[config.mk]
export PLATFORM = sky130hd
export DESIGN_NAME = rds_output_ctrl
export DESIGN_NICKNAME = d
export VERILOG_FILES = /design/src/verilog/rds_out_pkg.sv /design/src/verilog/rds_output_ctrl.sv /design/src/verilog/pin_sync.sv /design/src/verilog/down_timer.sv
export SDC_FILE = /design/constraint.sdc
export NUM_CORES = 1
export LEC_CHECK = 0
export ABC_CLOCK_PERIOD_IN_PS = 2200
export BUFFER_PORTS_ARGS = -buffer_cell sky130_fd_sc_hd__buf_2
export CAP_MARGIN = 20
export CORE_ASPECT_RATIO = 0.7
export CORE_UTILIZATION = 35
export DETAILED_ROUTE_END_ITERATION = 10
export PLACE_DENSITY = 0.59
export REMOVE_ABC_BUFFERS = 1
export SYNTH_ARGS = -nofsm -noshare
export SYNTH_HDL_FRONTEND = slang
export SYNTH_SLANG_ARGS = --single-unit
[constraint.sdc]
create_clock -name clk -period 2.2 [get_ports clk]
set_input_delay 0.33 -clock clk [delete_from_list [all_inputs] [get_ports clk]]
set_output_delay 0.33 -clock clk [all_outputs]
set_load 0.02 [all_outputs]
[src/verilog/rds_out_pkg.sv]
/*
  shared constants for the radio data output control block: block identity
  and error codes, mode encodings, timing figures and state encodings.
  assumes a 250 MHz system clock.
*/
package rds_out_pkg;
  // clock rate and documented times
  localparam int CLK_MHZ = 250;
  localparam int STROBE_TIME_US = 10000;
  localparam int HOLD_TIME_US = 20000;
  localparam int STROBE_CYC = STROBE_TIME_US * CLK_MHZ;
  localparam int HOLD_CYC = HOLD_TIME_US * CLK_MHZ;
  localparam int TIMER_W = 24;
  localparam int WORD_W = 16;
  // link bits in one block
  localparam logic [4:0] BITS_PER_BLOCK = 5'h1A;
  // block identity codes
  localparam logic [2:0] ID_A = 3'h0;
  localparam logic [2:0] ID_B = 3'h1;
  localparam logic [2:0] ID_C = 3'h2;
  localparam logic [2:0] ID_D = 3'h3;
  localparam logic [2:0] ID_C_PRIME = 3'h4;
  localparam logic [2:0] ID_E_RBDS = 3'h5;
  localparam logic [2:0] ID_E_BAD = 3'h6;
  localparam logic [2:0] ID_INVALID = 3'h7;
  // error status codes
  localparam logic [1:0] ERR_NONE = 2'h0;
  localparam logic [1:0] ERR_2BIT = 2'h1;
  localparam logic [1:0] ERR_5BIT = 2'h2;
  localparam logic [1:0] ERR_UNCORR = 2'h3;
  // output select encodings
  localparam logic [1:0] OSEL_STD = 2'h0;
  localparam logic [1:0] OSEL_FAST = 2'h1;
  localparam logic [1:0] OSEL_REDUCED = 2'h2;
  localparam logic [1:0] OSEL_BYPASS = 2'h3;
  // error-handling mode encodings
  localparam logic [1:0] SYM_NONE = 2'h0;
  localparam logic [1:0] SYM_2BIT = 2'h1;
  localparam logic [1:0] SYM_5BIT = 2'h2;
  localparam logic [1:0] SYM_FOUR = 2'h3;
  // strobe sequencer states
  typedef enum logic [2:0] {
    ST_IDLE = 3'b001,
    ST_ACTIVE = 3'b010,
    ST_HOLD = 3'b100
  } strobe_state_type;
endpackage : rds_out_pkg

[src/verilog/rds_output_ctrl.sv]
/*
  output and handshake control of the radio data block decoder: picks
  when the last two blocks are released, drives the data-available
  strobe, guards against overflow and keeps the reset-seen flag.
  assumes the block detector and flywheel sit outside on the same clock
  and that a serial register interface reports reads as one-cycle pulses.
*/
// Overview of operation
// - mode four while searching: correctable blocks count as bad blocks
// - mode four synced: up to five-bit corrected is good, uncorrectable bad
// - select 00 synced: release last two blocks every 26-bit block
// - select 01 searching: release on each valid A or C'; synced acts standard
// - select 10 synced: release once per two blocks, 52 bits
// - select 11 holds decoder output select low, bypassing the decoder
// - release gives both identities, words, error codes and status
// - overflow set if synced block arrives before last one was read
// - overflow suppresses updates until read-clear or sync restart
// - select 01 searching: strobe low on valid A or C' block
// - strobe when sync criterion met, except in bypass
// - synced strobe per block in 00/01, per two blocks in 10
// - strobe on flywheel loss of sync, except in bypass
// - strobe when power reset input goes low, except in bypass
// - synced strobe is periodic whether blocks were valid or not
// - released data stays readable at least 20 ms after strobe
// - strobe releases after about 10 ms or on status byte read
// - new blocks are dropped while strobe or overflow is active
// - block identity is a three-bit code, A through invalid
// - error status is a two-bit code, none through uncorrectable
// - reset-seen flag set while power reset input is low, cleared on status read
// - sync restart command aborts sync and clears itself when done
`timescale 1ns/1ns
`default_nettype none
module rds_output_ctrl
  import rds_out_pkg::*;
#(
  parameter int STROBE_CYCLES = STROBE_CYC,
  parameter int HOLD_CYCLES = HOLD_CYC
) (
  // clock and reset
  input wire logic clk,
  input wire logic rstn,
  // pins from outside the clock domain
  input wire logic rds_bit_clk,
  input wire logic power_reset_n,
  // mode selects
  input wire logic sync_err_mode_hi,
  input wire logic sync_err_mode_lo,
  input wire logic output_mode_sel_hi,
  input wire logic output_mode_sel_lo,
  // block detector and flywheel events
  input wire logic block_done,
  input wire logic [2:0] block_id,
  input wire logic [1:0] block_err,
  input wire logic [WORD_W-1:0] block_word,
  input wire logic synced,
  input wire logic seq_pair_found,
  input wire logic flywheel_loss,
  // serial register interface events
  input wire logic block_read_done,
  input wire logic status_read,
  input wire logic sync_restart_cmd,
  output logic sync_restart_ack,
  // flywheel counter steps
  output logic good_inc,
  output logic bad_inc,
  // released data
  output logic [2:0] last_id,
  output logic [2:0] prev_id,
  output logic [WORD_W-1:0] last_word,
  output logic [WORD_W-1:0] prev_word,
  output logic [1:0] last_err,
  output logic [1:0] prev_err,
  output logic status_synced,
  output logic overflow_flag,
  output logic reset_seen_flag,
  output logic iface_write_enable,
  // strobe and mux
  output logic data_avail_n,
  output logic decoder_out_select
);
  typedef struct packed {
    strobe_state_type st;
    logic [4:0] bit_cnt;
    logic bclk_prev;
    logic pres_prev;
    logic pair_ph;
    logic read_out;
    logic ovf;
    logic rst_seen;
    logic ack;
    logic good;
    logic bad;
    logic wr;
    logic strobe_n;
    logic [2:0] sh_last_id;
    logic [2:0] sh_prev_id;
    logic [WORD_W-1:0] sh_last_word;
    logic [WORD_W-1:0] sh_prev_word;
    logic [1:0] sh_last_err;
    logic [1:0] sh_prev_err;
    logic [2:0] o_last_id;
    logic [2:0] o_prev_id;
    logic [WORD_W-1:0] o_last_word;
    logic [WORD_W-1:0] o_prev_word;
    logic [1:0] o_last_err;
    logic [1:0] o_prev_err;
    logic o_synced;
  } ctrl_state_type;

  ctrl_state_type st_reg;
  ctrl_state_type st_next;
  logic bclk_s;
  logic pres_s;
  logic [1:0] osel;
  logic [1:0] sym;
  logic bypass;
  logic bit_rise;
  logic slot;
  logic blk_valid;
  logic blk_good;
  logic rel_any;
  logic fire;
  logic strobe_done;
  logic hold_done;
  logic hold_busy;

  // link clock and power reset pins are resynchronised first
  pin_sync #(.W(2), .INIT(2'h1)) u_pins (
    .clk(clk),
    .rstn(rstn),
    .d({rds_bit_clk, power_reset_n}),
    .q({bclk_s, pres_s})
  );

  // strobe release and data hold periods
  down_timer #(.W(TIMER_W), .LOAD(TIMER_W'(STROBE_CYCLES))) u_strobe_tmr (
    .clk(clk),
    .rstn(rstn),
    .start(fire),
    .stop(status_read),
    .busy(),
    .done(strobe_done)
  );
  down_timer #(.W(TIMER_W), .LOAD(TIMER_W'(HOLD_CYCLES))) u_hold_tmr (
    .clk(clk),
    .rstn(rstn),
    .start(fire),
    .stop(1'b0),
    .busy(hold_busy),
    .done(hold_done)
  );

  // decoded modes and link timing
  assign osel = {output_mode_sel_hi, output_mode_sel_lo};
  assign sym = {sync_err_mode_hi, sync_err_mode_lo};
  assign bypass = (osel == OSEL_BYPASS);
  assign bit_rise = bclk_s && !st_reg.bclk_prev;
  assign slot = bit_rise && (st_reg.bit_cnt == BITS_PER_BLOCK - 5'h01);
  assign blk_valid = (block_err != ERR_UNCORR) && (block_id != ID_INVALID)
                     && (block_id != ID_E_BAD);

  // good block classification per error-handling mode
  always_comb begin
    case (sym)
      SYM_NONE: blk_good = (block_err == ERR_NONE);
      SYM_2BIT: blk_good = (block_err <= ERR_2BIT);
      SYM_5BIT: blk_good = (block_err <= ERR_5BIT);
      // mode four depends on sync state
      SYM_FOUR: blk_good = synced ? (block_err != ERR_UNCORR)
                                  : (block_err == ERR_NONE);
      default: blk_good = 1'b0;
    endcase
  end

  // release sources, none of them in bypass
  always_comb begin
    rel_any = 1'b0;
    // fast search on valid A or C'
    if (osel == OSEL_FAST && !synced && block_done && blk_valid &&
        (block_id == ID_A || block_id == ID_C_PRIME)) begin
      rel_any = 1'b1;
    end
    if (seq_pair_found) begin
      rel_any = 1'b1;
    end
    if (synced && slot && (osel != OSEL_REDUCED || st_reg.pair_ph)) begin
      rel_any = 1'b1;
    end
    if (synced && flywheel_loss) begin
      rel_any = 1'b1;
    end
    if (!pres_s && st_reg.pres_prev) begin
      rel_any = 1'b1;
    end
    if (bypass) begin
      rel_any = 1'b0;
    end
  end

  // no release while strobe, hold or overflow is active
  assign fire = rel_any && (st_reg.st == ST_IDLE) && !st_reg.ovf;

  // next state of the whole block
  always_comb begin
    st_next = st_reg;
    st_next.bclk_prev = bclk_s;
    st_next.pres_prev = pres_s;
    st_next.good = 1'b0;
    st_next.bad = 1'b0;
    st_next.wr = fire;
    // bit counter realigns on sync so slots match block borders
    if (seq_pair_found) begin
      st_next.bit_cnt = 5'h00;
    end else if (bit_rise) begin
      st_next.bit_cnt = slot ? 5'h00 : st_reg.bit_cnt + 5'h01;
    end
    // pair phase toggles once per synced slot
    if (!synced) begin
      st_next.pair_ph = 1'b0;
    end else if (slot) begin
      st_next.pair_ph = !st_reg.pair_ph;
    end
    // one counter step per processed block
    if (block_done) begin
      st_next.good = blk_good;
      st_next.bad = !blk_good;
    end
    // capture block unless strobe or overflow is active
    if (block_done && st_reg.st != ST_ACTIVE && !st_reg.ovf) begin
      st_next.sh_prev_id = st_reg.sh_last_id;
      st_next.sh_prev_word = st_reg.sh_last_word;
      st_next.sh_prev_err = st_reg.sh_last_err;
      st_next.sh_last_id = block_id;
      st_next.sh_last_word = block_word;
      st_next.sh_last_err = block_err;
    end
    // release copies both blocks and status to the outputs
    // a block taken at this very edge belongs to the release, so the
    // copy reads the shadow after capture, not the registered one
    if (fire) begin
      st_next.o_last_id = st_next.sh_last_id;
      st_next.o_prev_id = st_next.sh_prev_id;
      st_next.o_last_word = st_next.sh_last_word;
      st_next.o_prev_word = st_next.sh_prev_word;
      st_next.o_last_err = st_next.sh_last_err;
      st_next.o_prev_err = st_next.sh_prev_err;
      st_next.o_synced = synced;
      st_next.read_out = 1'b0;
    end
    if (block_read_done) begin
      st_next.read_out = 1'b1;
    end
    // acknowledge restart once; the ack clears the command bit
    st_next.ack = sync_restart_cmd && !st_reg.ack;
    // overflow set wins over read-clear or restart
    if (status_read || st_reg.ack) begin
      st_next.ovf = 1'b0;
    end
    if (synced && block_done && !st_reg.read_out) begin
      st_next.ovf = 1'b1;
    end
    // set by reset detection wins over the status read
    if (status_read) begin
      st_next.rst_seen = 1'b0;
    end
    if (!pres_s) begin
      st_next.rst_seen = 1'b1;
    end
    case (st_reg.st)
      ST_IDLE: begin
        if (fire) begin
          st_next.st = ST_ACTIVE;
        end
      end
      ST_ACTIVE: begin
        if (strobe_done || status_read) begin
          st_next.st = hold_busy ? ST_HOLD : ST_IDLE;
        end
      end
      ST_HOLD: begin
        if (hold_done || !hold_busy) begin
          st_next.st = ST_IDLE;
        end
      end
      default: st_next.st = ST_IDLE;
    endcase
    st_next.strobe_n = (st_next.st != ST_ACTIVE);
  end

  // flag starts set so the first block is not taken as an overflow
  always_ff @(posedge clk or negedge rstn) begin
    if (!rstn) begin
      st_reg <= '0;
      st_reg.st <= ST_IDLE;
      st_reg.pres_prev <= 1'b1;
      st_reg.read_out <= 1'b1;
      st_reg.strobe_n <= 1'b1;
      st_reg.sh_last_id <= ID_INVALID;
      st_reg.sh_prev_id <= ID_INVALID;
      st_reg.o_last_id <= ID_INVALID;
      st_reg.o_prev_id <= ID_INVALID;
      st_reg.sh_last_err <= ERR_UNCORR;
      st_reg.sh_prev_err <= ERR_UNCORR;
      st_reg.o_last_err <= ERR_UNCORR;
      st_reg.o_prev_err <= ERR_UNCORR;
    end else begin
      st_reg <= st_next;
    end
  end

  // outputs straight from the state
  assign last_id = st_reg.o_last_id;
  assign prev_id = st_reg.o_prev_id;
  assign last_word = st_reg.o_last_word;
  assign prev_word = st_reg.o_prev_word;
  assign last_err = st_reg.o_last_err;
  assign prev_err = st_reg.o_prev_err;
  assign status_synced = st_reg.o_synced;
  assign overflow_flag = st_reg.ovf;
  assign reset_seen_flag = st_reg.rst_seen;
  assign iface_write_enable = st_reg.wr;
  assign data_avail_n = st_reg.strobe_n;
  assign sync_restart_ack = st_reg.ack;
  assign good_inc = st_reg.good;
  assign bad_inc = st_reg.bad;
  // bypass passes the row buffer unit through
  assign decoder_out_select = !bypass;

  // helper: cycles since the last release, saturating
  logic [TIMER_W:0] since_wr;
  always_ff @(posedge clk or negedge rstn) begin
    if (!rstn) begin
      since_wr <= '1;
    end else if (st_reg.wr) begin
      since_wr <= '0;
    end else if (since_wr != '1) begin
      since_wr <= since_wr + 1'b1;
    end
  end

  a_bypass_mux: assert property (@(posedge clk) disable iff (!rstn)
    bypass |-> !decoder_out_select) else $error("mux not low in bypass");
  a_bypass_quiet: assert property (@(posedge clk) disable iff (!rstn)
    $past(bypass) |-> !iface_write_enable) else $error("release in bypass");
  a_write_strobe: assert property (@(posedge clk) disable iff (!rstn)
    iface_write_enable |-> !data_avail_n) else $error("release w/o strobe");
  a_ovf_suppress: assert property (@(posedge clk) disable iff (!rstn)
    overflow_flag |=> !iface_write_enable) else $error("write in overflow");
  a_ovf_cause: assert property (@(posedge clk) disable iff (!rstn)
    $rose(overflow_flag) |-> $past(synced && block_done))
    else $error("overflow without synced block");
  a_strobe_drop: assert property (@(posedge clk) disable iff (!rstn)
    !data_avail_n |=> !iface_write_enable) else $error("write in strobe");
  a_hold_window: assert property (@(posedge clk) disable iff (!rstn)
    $rose(iface_write_enable) && $past(since_wr != '1) |->
    $past(since_wr) >= (TIMER_W+1)'(HOLD_CYCLES - 1))
    else $error("data replaced inside hold window");
  a_strobe_release: assert property (@(posedge clk) disable iff (!rstn)
    status_read && !data_avail_n |=> data_avail_n)
    else $error("strobe not released on read");
  a_mode4_search: assert property (@(posedge clk) disable iff (!rstn)
    block_done && sym == SYM_FOUR && !synced && block_err != ERR_NONE
    |=> bad_inc && !good_inc) else $error("search block not bad");
  a_mode4_sync: assert property (@(posedge clk) disable iff (!rstn)
    block_done && sym == SYM_FOUR && synced && block_err == ERR_5BIT
    |=> good_inc && !bad_inc) else $error("synced block not good");
  a_reset_seen: assert property (@(posedge clk) disable iff (!rstn)
    !pres_s |=> reset_seen_flag) else $error("reset seen flag missing");
  a_restart_pulse: assert property (@(posedge clk) disable iff (!rstn)
    sync_restart_ack |=> !sync_restart_ack) else $error("ack not a pulse");

  c_fast_search: cover property (@(posedge clk) disable iff (!rstn)
    osel == OSEL_FAST && !synced && iface_write_enable);
  c_reduced: cover property (@(posedge clk) disable iff (!rstn)
    osel == OSEL_REDUCED && synced && iface_write_enable);
  c_overflow: cover property (@(posedge clk) disable iff (!rstn)
    $rose(overflow_flag));
  c_read_release: cover property (@(posedge clk) disable iff (!rstn)
    status_read && !data_avail_n);
endmodule : rds_output_ctrl
`default_nettype wire

[src/verilog/pin_sync.sv]
/*
  two flip-flop synchroniser for pins from outside the clock domain.
  assumes the sampled levels change slower than the clock.
*/
`timescale 1ns/1ns
`default_nettype none
module pin_sync #(
  parameter int W = 1,
  parameter logic [W-1:0] INIT = '0
) (
  // clock and reset
  input wire logic clk,
  input wire logic rstn,
  // level in and out
  input wire logic [W-1:0] d,
  output logic [W-1:0] q
);
  typedef struct packed {
    logic [W-1:0] s1;
    logic [W-1:0] s2;
  } sync_state_type;

  sync_state_type st_reg;
  sync_state_type st_next;

  // first stage feeds only the second
  always_comb begin
    st_next = st_reg;
    st_next.s1 = d;
    st_next.s2 = st_reg.s1;
  end

  // reset to the idle level of the pin
  always_ff @(posedge clk or negedge rstn) begin
    if (!rstn) begin
      st_reg <= {INIT, INIT};
    end else begin
      st_reg <= st_next;
    end
  end

  assign q = st_reg.s2;
endmodule : pin_sync
`default_nettype wire

[src/verilog/down_timer.sv]
/*
  loadable down counter; done pulses in the cycle the count is one, the last before it reaches zero.
  assumes start and stop are one-cycle pulses on the same clock.
*/
`timescale 1ns/1ns
`default_nettype none
module down_timer #(
  parameter int W = 24,
  parameter logic [W-1:0] LOAD = '1
) (
  // clock and reset
  input wire logic clk,
  input wire logic rstn,
  // control
  input wire logic start,
  input wire logic stop,
  // status
  output logic busy,
  output logic done
);
  typedef struct packed {
    logic [W-1:0] cnt;
  } timer_state_type;

  timer_state_type st_reg;
  timer_state_type st_next;

  // start wins over stop so a fresh period is never lost
  always_comb begin
    st_next = st_reg;
    if (start) begin
      st_next.cnt = LOAD;
    end else if (stop) begin
      st_next.cnt = '0;
    end else if (st_reg.cnt != '0) begin
      st_next.cnt = st_reg.cnt - 1'b1;
    end
  end

  always_ff @(posedge clk or negedge rstn) begin
    if (!rstn) begin
      st_reg <= '0;
    end else begin
      st_reg <= st_next;
    end
  end

  assign busy = (st_reg.cnt != '0);
  assign done = (st_reg.cnt == {{(W-1){1'b0}}, 1'b1}) && !start && !stop;
endmodule : down_timer
`default_nettype wire

==> metrics <==
status=finished, violations left; failing checks=negative setup slack; maximum clock path buffer count=2; I/O pin total=87; Crit. path cell count=6; placed wire-length estimate=about 10000 um; register area share after synthesis=between 50% and 60%; worst vdd ir=approximately 0.6 mV; Hold Crit Class=primary input to flip-flop; DRC=0; DR iter-0 viols=~340; period utilization=104%; core area=approximately 20000 sq um; critical path buffer and inverter count=1; Initial Util=36.0%; Root Buffer=clkbuf_16; DIE HEIGHT=approximately 120 um; max-slew violation count=0; setup tns final=-537 ps; fillers=about 1800; via count=between 4000 and 5000; row cnt=43; clk_skew=10.5 ps; Req. time, crit path=about 2500 ps; routed vias/inst=4.93; Final ANT Viol Nets=0; Most used DFF post-synth=dfrtp_1; routability-driven placement congestion ratio=between 0.7 and 0.8; Mapped Cells=609; Synth Warn #=0; Final Hold Fails=0; layout cell share with drive strength beyond 1=about 43%; Fmax=approximately 0.44 GHz; Async SR Flop Fraction=between 90% and 100%; Worst Setup SP=u_hold_tmr.st_reg[2]; Final setup viols=13; maxcap violations=0; Syn Area/Cell=~12 sq um; final worst slack=-79.4 ps; vias in the first global route=around 5000; diode count=0; worst setup path endpoint=u_hold_tmr.st_reg[13]; Crit-path slowest cell=or4b_4; Largest register FFs=54; RSZ-0062 raised after global routing=yes; nature of the critical path endpoint=flip-flop; first-pass GRT wire length=~25000 um; TritonCTS Sinks=approximately 160; synthesized area=7170 sq um; GRT Residual Overflow=0; Total Nets Final=738; Power Total=approximately 0.012 W; Die Wd=173 um; CP Launch Type=flip-flop; Final Critical Period=about 2300 ps; Tot GR Track Use=approximately 15%; routed len/inst=16.1 um; Slew @ Worst Pin=535 ps; router iterations before antenna repair=4; CTS tree=built; Worst-Skew Late Latency=420 ps; R2R setup slack=-80 ps; P_leak=3.80 nW; flops & latches, synth=156; critical path type=flip-flop to flip-flop; Post-Route WL=roughly 16000 um; relative slew slack=~64%; crit path DAT=2580 ps; # port buffers=86; H-tree depth=4; initial antenna violation count=0; Area growth syn-to-layout=23.0%; worst path cell trace=or4_4, or4b_4, o31ai_4, buf_6, nor4_2, o21a_1; Worst path top cell family by delay=simple AND/OR/NAND/NOR gates; worst r2r src=u_hold_tmr.st_reg[2]; CTS buffer count=17; PD cells=approximately 1400 nW/um^2; cells on worst reg2reg path=6; clock-pin transition on the worst setup and hold timing paths=about 70 ps; slowest cell delay on critical path=a little over 600 ps; Netlist cell types=56; Die ar.=around 21000 sq um; crit-path max FO=8; RR Endpoint=u_hold_tmr.st_reg[13]; largest net degree at the start of global routing=between 40 and 50; Post-synth EDFFs=0
[metal layers]
layer	vias to the layer above	GRT usage [%]	part of all wire (%)
met5	-	0	0
li1	2282	-	-
met3	9	3.06	3.0
met2	81	24.5	47
met4	0	5.48	1.0
met1	2456	19.5	49
[layout make-up]
| cell class | instances | area, sq um | area share (%) |
|---|---|---|---|
| clock inverter | 15 | 125 | 1.42 |
| inverter | 15 | 70.1 | 0.795 |
| clock buffer | 17 | 425 | 4.83 |
| timing repair buffer | 136 | 948 | 10.8 |
| tap | 270 | 338 | 3.83 |
| multi-input combinational | 370 | 2970 | 33.7 |
| sequential | 156 | 3940 | 44.6 |
[synthesized netlist by cell type (2+ instances only)]
master / n / area (sq um)
a211oi_1: 5 / 37.5
ha_1: 6 / 75.1
and2_1: 2 / 12.5
mux2i_1: 4 / 40.0
nor4bb_1: 2 / 20.0
or4_1: 10 / 75.1
inv_1: 14 / 52.6
xor2_1: 21 / 184
o21ai_0: 25 / 125
nor4_1: 14 / 87.6
nor2_1: 48 / 180
a21o_1: 2 / 15.0
or3_1: 4 / 25.0
o2111ai_1: 2 / 17.5
nand2_1: 22 / 82.6
o211ai_1: 5 / 37.5
o31ai_1: 6 / 45.0
dfrtp_1: 130 / 3250
nand4b_1: 3 / 26.3
mux2_1: 2 / 22.5
dfstp_2: 26 / 683
clkbuf_1: 21 / 78.8
nor3b_1: 3 / 22.5
nor3_1: 17 / 85.1
and3_1: 4 / 25.0
xnor2_1: 10 / 87.6
and4b_1: 2 / 20.0
buf_2: 3 / 15.0
o311ai_1: 3 / 26.3
nor2b_1: 5 / 31.3
mux2_2: 83 / 935
or2_2: 7 / 43.8
a21oi_1: 12 / 60.1
nand2b_1: 6 / 37.5
buf_4: 42 / 315
nand4_1: 6 / 37.5
nand3_1: 13 / 65.1
[worst min-delay path by stage]
stage	start	to	slack [ps]	depth (start not counted)
finish	block_read_done	st_reg[92]	100	2
global route	block_read_done	st_reg[92]	90	2
CTS	block_read_done	st_reg[92]	70	2
detailed placement	rstn	st_reg[97]	300	1
global placement	rstn	st_reg[97]	290	1
floorplan	rstn	bad_inc	30	0
[layout by cell type (no fill, tap or decap), drive strengths merged, types with 20 or more instances in the layout]
cell type	instances
nand2	22
dfstp	26
clkbuf	20
o21ai	26
dfrtp	130
nor2	48
inv	22
buf	130
mux2	85
xor2	21
[cells by family after synthesis]
family,share of synthesized area (%)
simple gates,13.2
compound gates,6.43
fa+ha+maj,1.05
flops,54.9
xor+xnor,3.79
buf+inv,6.70
mux,13.9
[power breakdown]
| part | total, W | internal, W | switching [W] |
|---|---|---|---|
| clock network | 0.00274 | 0.00148 | 0.00126 |
| logic | 0.00479 | 0.00233 | 0.00246 |
| registers | 0.00464 | 0.00402 | 0.000621 |
[what timing repair did]
item / in CTS / in global routing
pin swaps: 3 / 12
resized for setup: 7 / 49
endpoints found under the setup margin: 16 / 58
hold buffers: 3 / 0
buffers inserted: 2 / 4
hold endpoints to repair: 36 / 0
gates cloned: 0 / 6
[per-stage QoR]
stage	setup slack [ps]	utilization [%]	hold WS [ps]	instance area, sq um	std cells
2_1_floorplan	-2390	-	34.4	6740	541
3_3_place_gp	-122	39.4	289	7850	933
3_5_place_dp	-141	39.4	298	7850	933
4_1_cts	-60.3	42.6	73.1	8480	969
5_1_grt	-143	44.3	92.5	8820	979
6_report	-79.4	44.3	99.4	8820	979
No activity file was read; power rests on OpenSTA's default activity.
